===== config.mk =====
export PLATFORM = sky130hd
export DESIGN_NAME = asu_uart_top
export DESIGN_NICKNAME = d
export VERILOG_FILES = /design/src/shared/asu_pkg.sv /design/src/hw/asu_baud_gen.sv /design/src/hw/asu_tx_ser.sv /design/src/hw/asu_uart_top.sv
export SDC_FILE = /design/constraint.sdc
export NUM_CORES = 1
export LEC_CHECK = 0
export ABC_CLOCK_PERIOD_IN_PS = 3300
export BUFFER_PORTS_ARGS = -buffer_cell sky130_fd_sc_hd__buf_2
export CAP_MARGIN = 20
export CORE_ASPECT_RATIO = 0.7
export CORE_MARGIN = 5
export CORE_UTILIZATION = 40
export DETAILED_ROUTE_END_ITERATION = 12
export MAX_ROUTING_LAYER = met4
export PLACE_DENSITY_LB_ADDON = 0.3
export RECOVER_POWER = 50
export SETUP_SLACK_MARGIN = 0.15
export SYNTH_ARGS = -nofsm -noshare
export SYNTH_HDL_FRONTEND = slang
export SYNTH_SLANG_ARGS = --single-unit

===== constraint.sdc =====
create_clock -name ref_clk -period 3.3 [get_ports ref_clk]
set_input_delay 0.165 -clock ref_clk [delete_from_list [all_inputs] [get_ports ref_clk]]
set_output_delay 0.165 -clock ref_clk [all_outputs]
set_load 0.005 [all_outputs]

===== src/shared/asu_pkg.sv =====
package asu_pkg;

   // Timing: bit rate = clock / (oversample * baud divider).
   localparam int CLK_HZ = 25_000_000;
   localparam int MIDI_BPS = 31_250;
   localparam int OVERSAMPLE = 16;
   localparam logic [7:0] BAUD_DIV_RST = 8'(CLK_HZ / (OVERSAMPLE * MIDI_BPS));
   localparam logic [3:0] MID_TICK = 4'h7;
   localparam logic [3:0] LAST_TICK = 4'hF;

   // Byte addresses of the register map.
   localparam logic [31:0] CH0_BASE = 32'hFFFFF300;
   localparam logic [31:0] CH1_BASE = 32'hFFFFF310;
   localparam logic [31:0] BAUD_BASE = 32'hFFFFF320;
   localparam logic [31:0] OFS_MODE = 32'h00000000;
   localparam logic [31:0] OFS_TX_HOLD = 32'h00000004;
   localparam logic [31:0] OFS_RX_HOLD = 32'h00000008;
   localparam logic [31:0] OFS_STATUS = 32'h0000000C;
   localparam logic [31:0] BAUD_STRIDE = 32'h00000004;

   // Mode register fields.
   localparam int MODE_TXE = 7;
   localparam int MODE_RXE = 6;
   localparam int MODE_PS_HI = 5;
   localparam int MODE_PS_LO = 4;
   localparam int MODE_CLEN = 3;
   localparam int MODE_SLEN = 2;
   localparam int MODE_EIM = 1;
   // Status register fields.
   localparam int STAT_PE = 2;
   localparam int STAT_FE = 1;
   localparam int STAT_OV = 0;
   // Baud register: bits 7:0 divider, bit 8 selects the external clock pin.
   localparam int BAUD_EXT = 8;

   localparam logic [7:0] MODE_RST = 8'h00;
   localparam logic [7:0] HOLD_RST = 8'hFF;
   localparam logic [2:0] STAT_RST = 3'h0;
   localparam logic [8:0] BAUD_RST = {1'b0, BAUD_DIV_RST};

   typedef enum logic [2:0] {RX_IDLE, RX_START, RX_DATA, RX_PAR, RX_STOP} asu_rx_e;

   typedef struct packed {
      logic [7:0] mode;
      logic [7:0] tx_hold;
      logic tx_go;
      logic [7:0] rx_hold;
      logic [2:0] status;
      logic rx_full;
      logic [8:0] baud;
      asu_rx_e state;
      logic [3:0] sub;
      logic [3:0] bitn;
      logic [7:0] rx_shifter;
      logic par_rx;
      logic prev_in;
      logic done;
   } asu_ch_s;

   // Parity bit for a character under the given parity field.
   function automatic logic par_bit(input logic [7:0] d, input logic len8,
                                    input logic [1:0] ps);
      logic [7:0] m;
      m = len8 ? d : {1'b0, d[6:0]};
      case (ps)
         2'b10: par_bit = ~^m;
         2'b11: par_bit = ^m;
         default: par_bit = 1'b0;
      endcase
   endfunction

endpackage


===== src/hw/asu_baud_gen.sv =====
`timescale 1ns/10ps
module asu_baud_gen (
   // Clock and reset
   input wire logic ref_clk,
   input wire logic rstn,
   // Setup
   input wire logic [7:0] divider,
   input wire logic use_ext,
   input wire logic ext_pin,
   // Oversample tick
   output logic tick
);
   typedef struct packed {
      logic [7:0] cnt;
      logic ext_prev;
      logic tick;
   } asu_bg_s;

   asu_bg_s s_reg, s_next;

   always_comb begin
      logic ev;
      ev = 1'b0;
      s_next = s_reg;
      s_next.tick = 1'b0;
      s_next.ext_prev = ext_pin;
      ev = use_ext ? (ext_pin & ~s_reg.ext_prev) : 1'b1;
      if (ev) begin
         // A divider of 0 or 1 ticks on every source event.
         if (divider <= 8'h01 || s_reg.cnt >= divider - 8'h01) begin
            s_next.cnt = 8'h00;
            s_next.tick = 1'b1;
         end else begin
            s_next.cnt = s_reg.cnt + 8'h01;
         end
      end
   end

   always_ff @(posedge ref_clk or negedge rstn) begin
      if (!rstn) begin
         s_reg <= '0;
      end else begin
         s_reg <= s_next;
      end
   end

   assign tick = s_reg.tick;
endmodule // asu_baud_gen


===== src/hw/asu_tx_ser.sv =====
`timescale 1ns/10ps
module asu_tx_ser (
   // Clock and reset
   input wire logic ref_clk,
   input wire logic rstn,
   // Control
   input wire logic enable,
   input wire logic tick,
   input wire logic start,
   input wire logic [7:0] data,
   input wire logic len8,
   input wire logic [1:0] ps,
   input wire logic two_stop,
   // Line and state
   output logic line,
   output logic busy
);
   typedef struct packed {
      logic busy;
      logic [3:0] sub;
      logic [3:0] left;
      logic [11:0] frame;
      logic line;
   } asu_tx_s;

   asu_tx_s s_reg, s_next;

   always_comb begin
      logic [11:0] f;
      logic [3:0] n;
      f = '1;
      n = len8 ? 4'h8 : 4'h7;
      s_next = s_reg;
      if (!enable) begin
         s_next.busy = 1'b0;
         s_next.line = 1'b1;
      end else if (start && !s_reg.busy) begin
         f = len8 ? {3'h7, data, 1'b0} : {4'hF, data[6:0], 1'b0};
         if (ps != 2'b00) begin
            f[n + 4'h1] = asu_pkg::par_bit(data, len8, ps);
         end
         s_next.frame = f;
         s_next.left = 4'h1 + n + {3'h0, ps != 2'b00} + (two_stop ? 4'h2 : 4'h1);
         s_next.sub = 4'h0;
         s_next.busy = 1'b1;
         s_next.line = 1'b0;
      end else if (s_reg.busy && tick) begin
         if (s_reg.sub == asu_pkg::LAST_TICK) begin
            s_next.sub = 4'h0;
            s_next.frame = {1'b1, s_reg.frame[11:1]};
            s_next.left = s_reg.left - 4'h1;
            if (s_reg.left == 4'h1) begin
               s_next.busy = 1'b0;
               s_next.line = 1'b1;
            end else begin
               s_next.line = s_reg.frame[1];
            end
         end else begin
            s_next.sub = s_reg.sub + 4'h1;
         end
      end
   end

   always_ff @(posedge ref_clk or negedge rstn) begin
      if (!rstn) begin
         s_reg <= '{busy: 1'b0, sub: 4'h0, left: 4'h0, frame: '1, line: 1'b1};
      end else begin
         s_reg <= s_next;
      end
   end

   assign line = s_reg.line;
   assign busy = s_reg.busy;
endmodule // asu_tx_ser


===== src/hw/asu_uart_top.sv =====
`timescale 1ns/10ps
module asu_uart_top (
   // Clock and reset
   input wire logic ref_clk,
   input wire logic rstn,
   // Avalon-MM slave
   input wire logic [31:0] address,
   input wire logic read,
   input wire logic write,
   input wire logic [31:0] writedata,
   input wire logic [3:0] byteenable,
   output logic [31:0] readdata,
   output logic waitrequest,
   // Serial pins
   input wire logic [1:0] serial_in_pin,
   input wire logic [1:0] ext_baud_clk_pin,
   output logic [1:0] serial_out_pin,
   output logic [1:0] tx_pin_serial,
   output logic [1:0] rx_pin_serial,
   // Events
   output logic [1:0] rx_done
);
   typedef struct packed {
      asu_pkg::asu_ch_s [1:0] ch;
      logic ack;
      logic [31:0] rdata;
   } asu_top_s;

   asu_top_s s_reg, s_next;
   logic [1:0] tick;
   logic [1:0] tx_busy;
   logic [1:0] tx_line;
   logic [1:0] rx_cpl;
   logic [1:0] rx_err;

   function automatic logic hit(input logic [31:0] a, input logic [31:0] base,
                                input logic [31:0] ofs);
      hit = (a == base + ofs);
   endfunction

   for (genvar c = 0; c < 2; c++) begin : g_ch
      asu_baud_gen u_baud (
         .ref_clk(ref_clk),
         .rstn(rstn),
         .divider(s_reg.ch[c].baud[7:0]),
         .use_ext(s_reg.ch[c].baud[asu_pkg::BAUD_EXT]),
         .ext_pin(ext_baud_clk_pin[c]),
         .tick(tick[c])
      );
      asu_tx_ser u_tx (
         .ref_clk(ref_clk),
         .rstn(rstn),
         .enable(s_reg.ch[c].mode[asu_pkg::MODE_TXE]),
         .tick(tick[c]),
         .start(s_reg.ch[c].tx_go),
         .data(s_reg.ch[c].tx_hold),
         .len8(s_reg.ch[c].mode[asu_pkg::MODE_CLEN]),
         .ps(s_reg.ch[c].mode[asu_pkg::MODE_PS_HI:asu_pkg::MODE_PS_LO]),
         .two_stop(s_reg.ch[c].mode[asu_pkg::MODE_SLEN]),
         .line(tx_line[c]),
         .busy(tx_busy[c])
      );
   end

   always_comb begin
      logic take;
      logic fetch;
      logic line;
      logic len8;
      logic [1:0] ps;
      logic [3:0] n;
      logic [7:0] d;
      logic pe;
      logic fe;
      logic [31:0] base;
      take = 1'b0;
      fetch = 1'b0;
      line = 1'b1;
      len8 = 1'b0;
      ps = 2'b00;
      n = 4'h0;
      d = 8'h00;
      pe = 1'b0;
      fe = 1'b0;
      base = 32'h0;
      s_next = s_reg;
      rx_cpl = 2'b00;
      rx_err = 2'b00;
      // One wait state: a write is taken on the cycle ack is high. Read data is
      // fetched a cycle earlier, so that it stands while waitrequest is low.
      take = s_reg.ack && (read || write);
      fetch = read && !s_reg.ack;
      s_next.ack = (read || write) && !s_reg.ack;
      if (fetch) begin
         s_next.rdata = 32'h0;
      end
      for (int c = 0; c < 2; c++) begin
         base = (c == 0) ? asu_pkg::CH0_BASE : asu_pkg::CH1_BASE;
         s_next.ch[c].tx_go = 1'b0;
         s_next.ch[c].done = 1'b0;
         // Register access; unmapped addresses read zero and ignore writes.
         if (take && write && byteenable[0]) begin
            if (hit(address, base, asu_pkg::OFS_MODE)) begin
               s_next.ch[c].mode = {writedata[7:1], 1'b0};
            end else if (hit(address, base, asu_pkg::OFS_TX_HOLD)) begin
               s_next.ch[c].tx_hold = writedata[7:0];
               // Back-to-back writes during a send are refused by the serializer.
               s_next.ch[c].tx_go = s_reg.ch[c].mode[asu_pkg::MODE_TXE];
            end else if (hit(address, asu_pkg::BAUD_BASE,
                             (c == 0) ? 32'h0 : asu_pkg::BAUD_STRIDE)) begin
               s_next.ch[c].baud[7:0] = writedata[7:0];
               if (byteenable[1]) begin
                  s_next.ch[c].baud[asu_pkg::BAUD_EXT] = writedata[asu_pkg::BAUD_EXT];
               end
            end
         end
         if (fetch) begin
            if (hit(address, base, asu_pkg::OFS_MODE)) begin
               s_next.rdata[7:0] = s_reg.ch[c].mode;
            end else if (hit(address, base, asu_pkg::OFS_RX_HOLD)) begin
               s_next.rdata[7:0] = s_reg.ch[c].rx_hold;
               s_next.ch[c].rx_full = 1'b0;
            end else if (hit(address, base, asu_pkg::OFS_STATUS)) begin
               s_next.rdata[2:0] = s_reg.ch[c].status;
            end else if (hit(address, asu_pkg::BAUD_BASE,
                             (c == 0) ? 32'h0 : asu_pkg::BAUD_STRIDE)) begin
               s_next.rdata[8:0] = s_reg.ch[c].baud;
            end
         end
         // Receiver.
         line = serial_in_pin[c];
         len8 = s_reg.ch[c].mode[asu_pkg::MODE_CLEN];
         ps = s_reg.ch[c].mode[asu_pkg::MODE_PS_HI:asu_pkg::MODE_PS_LO];
         n = len8 ? 4'h8 : 4'h7;
         d = len8 ? s_reg.ch[c].rx_shifter : {1'b0, s_reg.ch[c].rx_shifter[7:1]};
         s_next.ch[c].prev_in = line;
         if (!s_reg.ch[c].mode[asu_pkg::MODE_RXE]) begin
            s_next.ch[c].state = asu_pkg::RX_IDLE;
         end else begin
            case (s_reg.ch[c].state)
               asu_pkg::RX_IDLE: begin
                  if (s_reg.ch[c].prev_in && !line) begin
                     s_next.ch[c].state = asu_pkg::RX_START;
                     s_next.ch[c].sub = 4'h0;
                  end
               end
               asu_pkg::RX_START: begin
                  if (tick[c]) begin
                     if (s_reg.ch[c].sub == asu_pkg::MID_TICK) begin
                        // A start bit that is high again at mid-bit was a glitch.
                        s_next.ch[c].state = line ? asu_pkg::RX_IDLE : asu_pkg::RX_DATA;
                        s_next.ch[c].sub = 4'h0;
                        s_next.ch[c].bitn = 4'h0;
                     end else begin
                        s_next.ch[c].sub = s_reg.ch[c].sub + 4'h1;
                     end
                  end
               end
               asu_pkg::RX_DATA: begin
                  if (tick[c]) begin
                     s_next.ch[c].sub = s_reg.ch[c].sub + 4'h1;
                     if (s_reg.ch[c].sub == asu_pkg::LAST_TICK) begin
                        s_next.ch[c].rx_shifter = {line, s_reg.ch[c].rx_shifter[7:1]};
                        s_next.ch[c].bitn = s_reg.ch[c].bitn + 4'h1;
                        if (s_reg.ch[c].bitn == n - 4'h1) begin
                           s_next.ch[c].state = (ps != 2'b00) ? asu_pkg::RX_PAR
                                                              : asu_pkg::RX_STOP;
                        end
                     end
                  end
               end
               asu_pkg::RX_PAR: begin
                  if (tick[c]) begin
                     s_next.ch[c].sub = s_reg.ch[c].sub + 4'h1;
                     if (s_reg.ch[c].sub == asu_pkg::LAST_TICK) begin
                        s_next.ch[c].par_rx = line;
                        s_next.ch[c].state = asu_pkg::RX_STOP;
                     end
                  end
               end
               asu_pkg::RX_STOP: begin
                  if (tick[c]) begin
                     s_next.ch[c].sub = s_reg.ch[c].sub + 4'h1;
                     if (s_reg.ch[c].sub == asu_pkg::LAST_TICK) begin
                        // Only the first stop bit is checked.
                        fe = !line;
                        pe = ps[1] && (s_reg.ch[c].par_rx
                                       != asu_pkg::par_bit(d, len8, ps));
                        rx_cpl[c] = 1'b1;
                        rx_err[c] = pe || fe || s_reg.ch[c].rx_full;
                        s_next.ch[c].rx_hold = d;
                        s_next.ch[c].status = {pe, fe, s_reg.ch[c].rx_full};
                        // Completion wins over a same-cycle read of the holding register.
                        s_next.ch[c].rx_full = 1'b1;
                        s_next.ch[c].done = !(rx_err[c]
                                              && s_reg.ch[c].mode[asu_pkg::MODE_EIM]);
                        s_next.ch[c].state = asu_pkg::RX_IDLE;
                     end
                  end
               end
               default: begin
                  s_next.ch[c].state = asu_pkg::RX_IDLE;
               end
            endcase
         end
      end
   end

   always_ff @(posedge ref_clk or negedge rstn) begin
      if (!rstn) begin
         s_reg.ack <= 1'b0;
         s_reg.rdata <= 32'h0;
         for (int c = 0; c < 2; c++) begin
            s_reg.ch[c] <= '{mode: asu_pkg::MODE_RST, tx_hold: asu_pkg::HOLD_RST,
                             tx_go: 1'b0, rx_hold: asu_pkg::HOLD_RST,
                             status: asu_pkg::STAT_RST, rx_full: 1'b0,
                             baud: asu_pkg::BAUD_RST, state: asu_pkg::RX_IDLE,
                             sub: 4'h0, bitn: 4'h0, rx_shifter: 8'h00,
                             par_rx: 1'b0, prev_in: 1'b1, done: 1'b0};
         end
      end else begin
         s_reg <= s_next;
      end
   end

   assign readdata = s_reg.rdata;
   assign waitrequest = (read || write) && !s_reg.ack;
   always_comb begin
      for (int c = 0; c < 2; c++) begin
         tx_pin_serial[c] = s_reg.ch[c].mode[asu_pkg::MODE_TXE];
         rx_pin_serial[c] = s_reg.ch[c].mode[asu_pkg::MODE_RXE];
         serial_out_pin[c] = tx_line[c];
         rx_done[c] = s_reg.ch[c].done;
      end
   end
endmodule // asu_uart_top


==> results.txt, run 1 <==
status: complete, but fails checks
failing checks: capacitance limit, slew limit
via density per instance: 5.24
Synth Cell Area: 10600 µm²
Vias: 7723
IO buf count: 68
CP endpoint kind: register
Synth cell types: 75
row cnt: 49
Clock Latency Late Sink: 0.44 ns
Worst-Margin Slew: 2.11 ns
initial antenna violation count: 0
Placed Cells: 1435
Avg Cell Area, Syn: 10.0 µm²
vias in the first global route: 7260
Post-DRT Antenna Nets: 0
max-cap violations: 1
Seq/Total Area, Yosys: 0.448
Peak Freq: 0.347 GHz
Slowest-stage cell, CP: or4_1
I/O pin count: 117
largest family of logic cells by synthesized area: simple AND/OR/NAND/NOR gates
Post-Syn Instances: 1053
Die ar.: 29800 µm²
Post-Synth XOR/XNOR Area: 0.0454
final net count: 1215
Cell Chain, Critical Path: or4_1 -> nor2_1 -> xnor2_1 -> ha_1 -> a21o_1 -> a211oi_2 -> o21ai_1 -> o311ai_0
area grow syn2layout: 10.7%
die width: 204 µm
drc violations: 0
CTS max path bufs: 2
CTS tree: built
RSZ-0062 raised after global routing: no
Post-DP HPWL: 18200 µm
design area: 11700 µm²
Starting DRT DRC Count: 527
leakage power: 0.00522 µW
most frequent cell after synthesis: dfrtp_1
setup_tns: 0 ns
crit path DAT: 3.20 ns
dominant cell type by area after synthesis: dfrtp_1
Fill cells: 2446
GP Congestion: 0.874
required time worst endpoint: 3.62 ns
die height: 146 µm
Fin. Hold Viols: 0
Compound-Gate Fraction of Synth Area: 0.126
# diodes: 0
WL final: 25000 µm
Layout Skew: 0.0146 ns
Post-synth EDFFs: 0
total grt overflow: 0
clk sink count: 186
Synthesis Warnings: 0
H-tree depth: 4
Core Area: 25800 µm²
Synth area leaders: dfrtp_1 30%, dfstp_2 15%, mux2_2 6.8%
crit-path max cell delay: 0.61 ns
pin count of the biggest net entering global routing: 86
DRT Pass-1 Iters: 5
Adder-Cell Fraction of Synth Area: 0.0441
critical path type: reg2reg
Main synth FF type: dfrtp_1
fin crit period: 2.88 ns
peak supply drop: 0.302 mV
PD cells: 391 nW/µm²
reg-to-reg slack, setup: 0.42 ns
CP Max Fanout: 7
Setup Viol. Count Final: 0
Post-Layout Cell Count: 1473
Synth Area in Simple Gates: 0.181
layout cell share with drive strength beyond 1: 0.220
CTS Buf Count: 17
Root Buffer: clkbuf_16
post-route clock period utilization: 0.873
routed wire length per instance: 17.0 µm
max_slew headroom: -0.410
initial core utilization: 0.409
area fraction of the dominant cell type after synthesis: 0.299
multiplexer share of the synthesized area: 0.0970
post-synthesis register bit count: 186
max reg flops: 113
Hold/Removal Path Class: in2reg
total global-route track usage: 0.173
clock slew at reported path FFs: 0.08 ns
Final Max Tran Viols: 85
leading cell types by count after synthesis: 126 x dfrtp_1, 121 x nand2_1, 84 x o21ai_0
FFs w/ async S/R, synth: 1.00
first-pass GRT wire length: 40200 µm
Area after DPL: 11100 µm²
Worst setup SP type: register
==> logic make-up (layout without fill, tap and decap cells) <==
family | Yosys count | after routing
AOI/OAI and AO/OA | 215 | 215
xor gates and xnor gates | 50 | 50
adders and majority gates | 36 | 36
buffers and inverters | 116 | 157
DFF | 186 | 186
muxes | 94 | 94
other | 1 | 23
and+or+nand+nor | 355 | 355
==> metrics by stage <==
step                hold WS, ns   util  total power, µW  setup WS (ns)
finish                   0.0327  0.453             4570          0.420
global route             0.0227  0.453             4730          0.164
global placement          0.270  0.429             2570          0.482
CTS                      0.0153  0.454             4620          0.300
detailed placement        0.264  0.429             2570          0.328
floorplan                -0.131      -             2470          0.731
==> power by group <==
part	switching, µW	internal (µW)
Combinational	137	70.5
Clock	971	1070
Sequential	17.8	2300
Total	1130	3440
==> worst paths after layout <==
kind | depth (start not counted) | start | to
setup reg to reg | 8 | s_reg[117] | g_ch[1].u_baud.s_reg[4]
max in group asynchronous | 3 | rstn | s_reg[97]
setup / recovery | 8 | s_reg[117] | g_ch[1].u_baud.s_reg[4]
hold reg to reg | 2 | s_reg[135] | s_reg[135]
min in group asynchronous | 2 | rstn | g_ch[1].u_baud.s_reg[8]
hold / removal | 3 | read | s_reg[32]
==> cells in the final DEF, fill, tap and decap left out, drive strengths merged, types with 6 or more instances in the layout <==
cell           n
nor3b          7
nand3         31
nor3          17
a211oi         6
conb          23
or3            7
xor2           6
o21a          10
dfrtp        126
dlygate4sd3    6
dfstp         60
nand2b        23
a31oi          9
inv           45
xnor2         41
nand4         11
and2           9
nor4          14
nand2        123
nor2b         12
nand3b         7
clkbuf        36
mux2          66
a21oi         38
o21ai         89
a21o          11
ha            34
buf           66
or4           10
nor2          58
a21boi         6
mux2i         28
==> layer usage <==
metal,share of wire,wire length (µm),global-route usage
met5,0,0,-
met4,0.0084,210,0.0345
met3,0.048,1200,0.0332
met2,0.42,10400,0.233
met1,0.53,13200,0.269
==> critical path, delay by kind of cell, from the launching register on <==
kind	cells	cell delay (ns)
compound gates	4	1.13
simple gates	2	0.77
flops	1	0.45
fa+ha+maj	1	0.28
xor+xnor	1	0.15
==> what timing repair did <==
action / in CTS / in global routing
hold buffers: 6 / 0
gates resized for setup: 0 / 1
buffers inserted: 0 / 0
endpoints found under the setup margin: 0 / 2
endpoints found under the hold margin: 65 / 0
==> final cells by class <==
class | instances | area (µm²) | share of cell area
inverter | 37 | 139 | 0.0119
multi-input combinational | 773 | 5300 | 0.454
sequential | 186 | 4730 | 0.405
timing repair buffer | 88 | 498 | 0.0426
clock buffer | 20 | 437 | 0.0374
clock inverter | 12 | 130 | 0.0111
tap | 357 | 447 | 0.0382
Note: power is estimated with default switching activity, not from simulation.
==> run 2, diff against run 1 <==
--- a/config.mk
+++ b/config.mk
@@ -10,7 +10,7 @@
 export CAP_MARGIN = 20
 export CORE_ASPECT_RATIO = 0.7
 export CORE_MARGIN = 5
-export CORE_UTILIZATION = 40
+export CORE_UTILIZATION = 50
 export DETAILED_ROUTE_END_ITERATION = 12
 export MAX_ROUTING_LAYER = met4
 export PLACE_DENSITY_LB_ADDON = 0.3
==> run 2 against run 1 <==
Against the previous run:
- the flow still finishes with violations (capacitance limit, slew limit)
- count of clock-buffer cells in the layout grew 2
- largest power group unchanged
- clock power grew 2%
- global-route usage grew 3.7 points
- highest routed layer unchanged
==> results.txt, run 2 (synthesis results as in run 1) <==
status: complete, but fails checks
failing checks: capacitance limit, slew limit
Worst-Margin Slew: 2.19 ns
IO buf count: 68
Critical Path End: g_ch[1].u_baud.s_reg[4]
layout cell share with drive strength beyond 1: 0.218
Worst setup SP type: register
max-cap violations: 1
routed wire length per instance: 17.6 µm
setup_tns: 0 ns
worst-case reg-to-reg path depth: 8
PD cells: 399 nW/µm²
Root Buffer: clkbuf_16
post-route clock period utilization: 0.912
die height: 132 µm
worst reg2reg path startpoint: s_reg[117]
Post-DP HPWL: 17800 µm
crit-path max cell delay: 0.61 ns
most common cell after layout, fill and taps aside: dfrtp_1
Layout Skew: 0.00867 ns
Fin. Hold Viols: 0
Post-CTS Setup Repair Bufs: 0
clock slew at reported path FFs: 0.07 ns
total grt overflow: 0
commonest cells after routing, fill and taps aside: 126 x dfrtp_1, 121 x nand2_1, 84 x o21ai_0
initial antenna violation count: 0
max reg flops: 113
GP Congestion: 0.902
first-pass GRT wire length: 40000 µm
row cnt: 44
required time worst endpoint: 3.62 ns
CTS Buf Count: 17
peak supply drop: 0.361 mV
Cell Chain, Critical Path: or4_1 -> nor2_1 -> xnor2_1 -> ha_1 -> a21o_1 -> a211oi_1 -> o21ai_1 -> o311ai_0
Setup Viol. Count Final: 0
Slowest-stage cell, CP: or4_1
Core Area: 20800 µm²
area grow syn2layout: 9.78%
leakage power: 0.00523 µW
Die ar.: 24200 µm²
Fill cells: 1769
H-tree depth: 4
WL final: 24400 µm
DRT Pass-1 Iters: 5
Peak Freq: 0.332 GHz
CTS tree: built
CP endpoint kind: register
r2r endpoint: g_ch[1].u_baud.s_reg[4]
crit path launch: s_reg[117]
critical path type: reg2reg
pin count of the biggest net entering global routing: 88
RSZ-0062 raised after global routing: yes
clk sink count: 186
max_slew headroom: -0.457
Starting DRT DRC Count: 529
Final Max Tran Viols: 87
Post-DRT Antenna Nets: 0
drc violations: 0
final net count: 1214
via density per instance: 5.66
die width: 184 µm
reg-to-reg slack, setup: 0.29 ns
Vias: 7870
CTS max path bufs: 2
vias in the first global route: 7490
CP Max Fanout: 7
Post-Route Utilization: 0.558
initial core utilization: 0.509
I/O pin count: 117
Hold/Removal Path Class: in2reg
Clock Latency Late Sink: 0.43 ns
fin crit period: 3.01 ns
total global-route track usage: 0.210
crit path DAT: 3.33 ns
# diodes: 0
-- run 2: through the flow --
| stage | total power, µW | instances | setup slack [ns] | instance area, µm² | hold WS [ns] |
|---|---|---|---|---|---|
| final | 4620 | 1391 | 0.290 | 11600 | 0.0426 |
| after global routing | 4770 | 1391 | 0.122 | 11600 | 0.0326 |
| after CTS | 4660 | 1390 | 0.340 | 11600 | 0.0262 |
| after detailed placement | 2570 | 1352 | 0.363 | 11000 | 0.260 |
| after global placement | 2570 | 1352 | 0.484 | 11000 | 0.265 |
| after floorplan | 2470 | 1075 | 0.731 | 10600 | -0.131 |
-- run 2: cell type report --
type,instances,area (µm²),share of cell area
sequential,186,4730,0.408
tap,276,345,0.0298
clock buffer,22,444,0.0383
multi-input combinational,773,5300,0.457
timing repair buffer,87,487,0.0420
clock inverter,10,143,0.0123
inverter,37,139,0.0120
-- run 2: timing repair --
action | CTS | global route
endpoints found under the hold margin | 64 | 0
setup endpoints to repair | 0 | 1
gates resized for setup | 0 | 0
hold buffers | 6 | 0
-- run 2: power by group --
group,internal (µW),total [µW],switching [µW]
sequential,2300,2320,17.2
combinational,70.3,206,136
clock,1200,2090,895
-- run 2: worst min path at each step --
| stage | slack, ns | from | cells past startpoint | endpoint |
|---|---|---|---|---|
| floorplan | -0.13 | rstn | 0 | g_ch[0].u_baud.s_reg[1] |
| global placement | 0.26 | rstn | 1 | s_reg[104] |
| detailed placement | 0.26 | rstn | 1 | s_reg[106] |
| CTS | 0.03 | writedata[8] | 2 | s_reg[123] |
| global route | 0.03 | writedata[8] | 2 | s_reg[63] |
| finish | 0.04 | writedata[8] | 2 | s_reg[123] |
-- run 2: metal layers --
| metal | vias up | global-route usage | wire, µm |
|---|---|---|---|
| met5 | - | - | 0 |
| met4 | 0 | 0.0496 | 349 |
| met3 | 28 | 0.0390 | 1270 |
| met2 | 187 | 0.286 | 10400 |
| met1 | 3869 | 0.322 | 12400 |
| li1 | 3786 | - | - |
-- run 2: critical path, delay by kind of cell, from the launching register on --
kind                       cells  cell delay [ns]
and+or+nand+nor                2             0.78
DFF                            1             0.47
adders and majority gates      1             0.27
xor gates and xnor gates       1             0.14
AOI/OAI and AO/OA              4             1.25
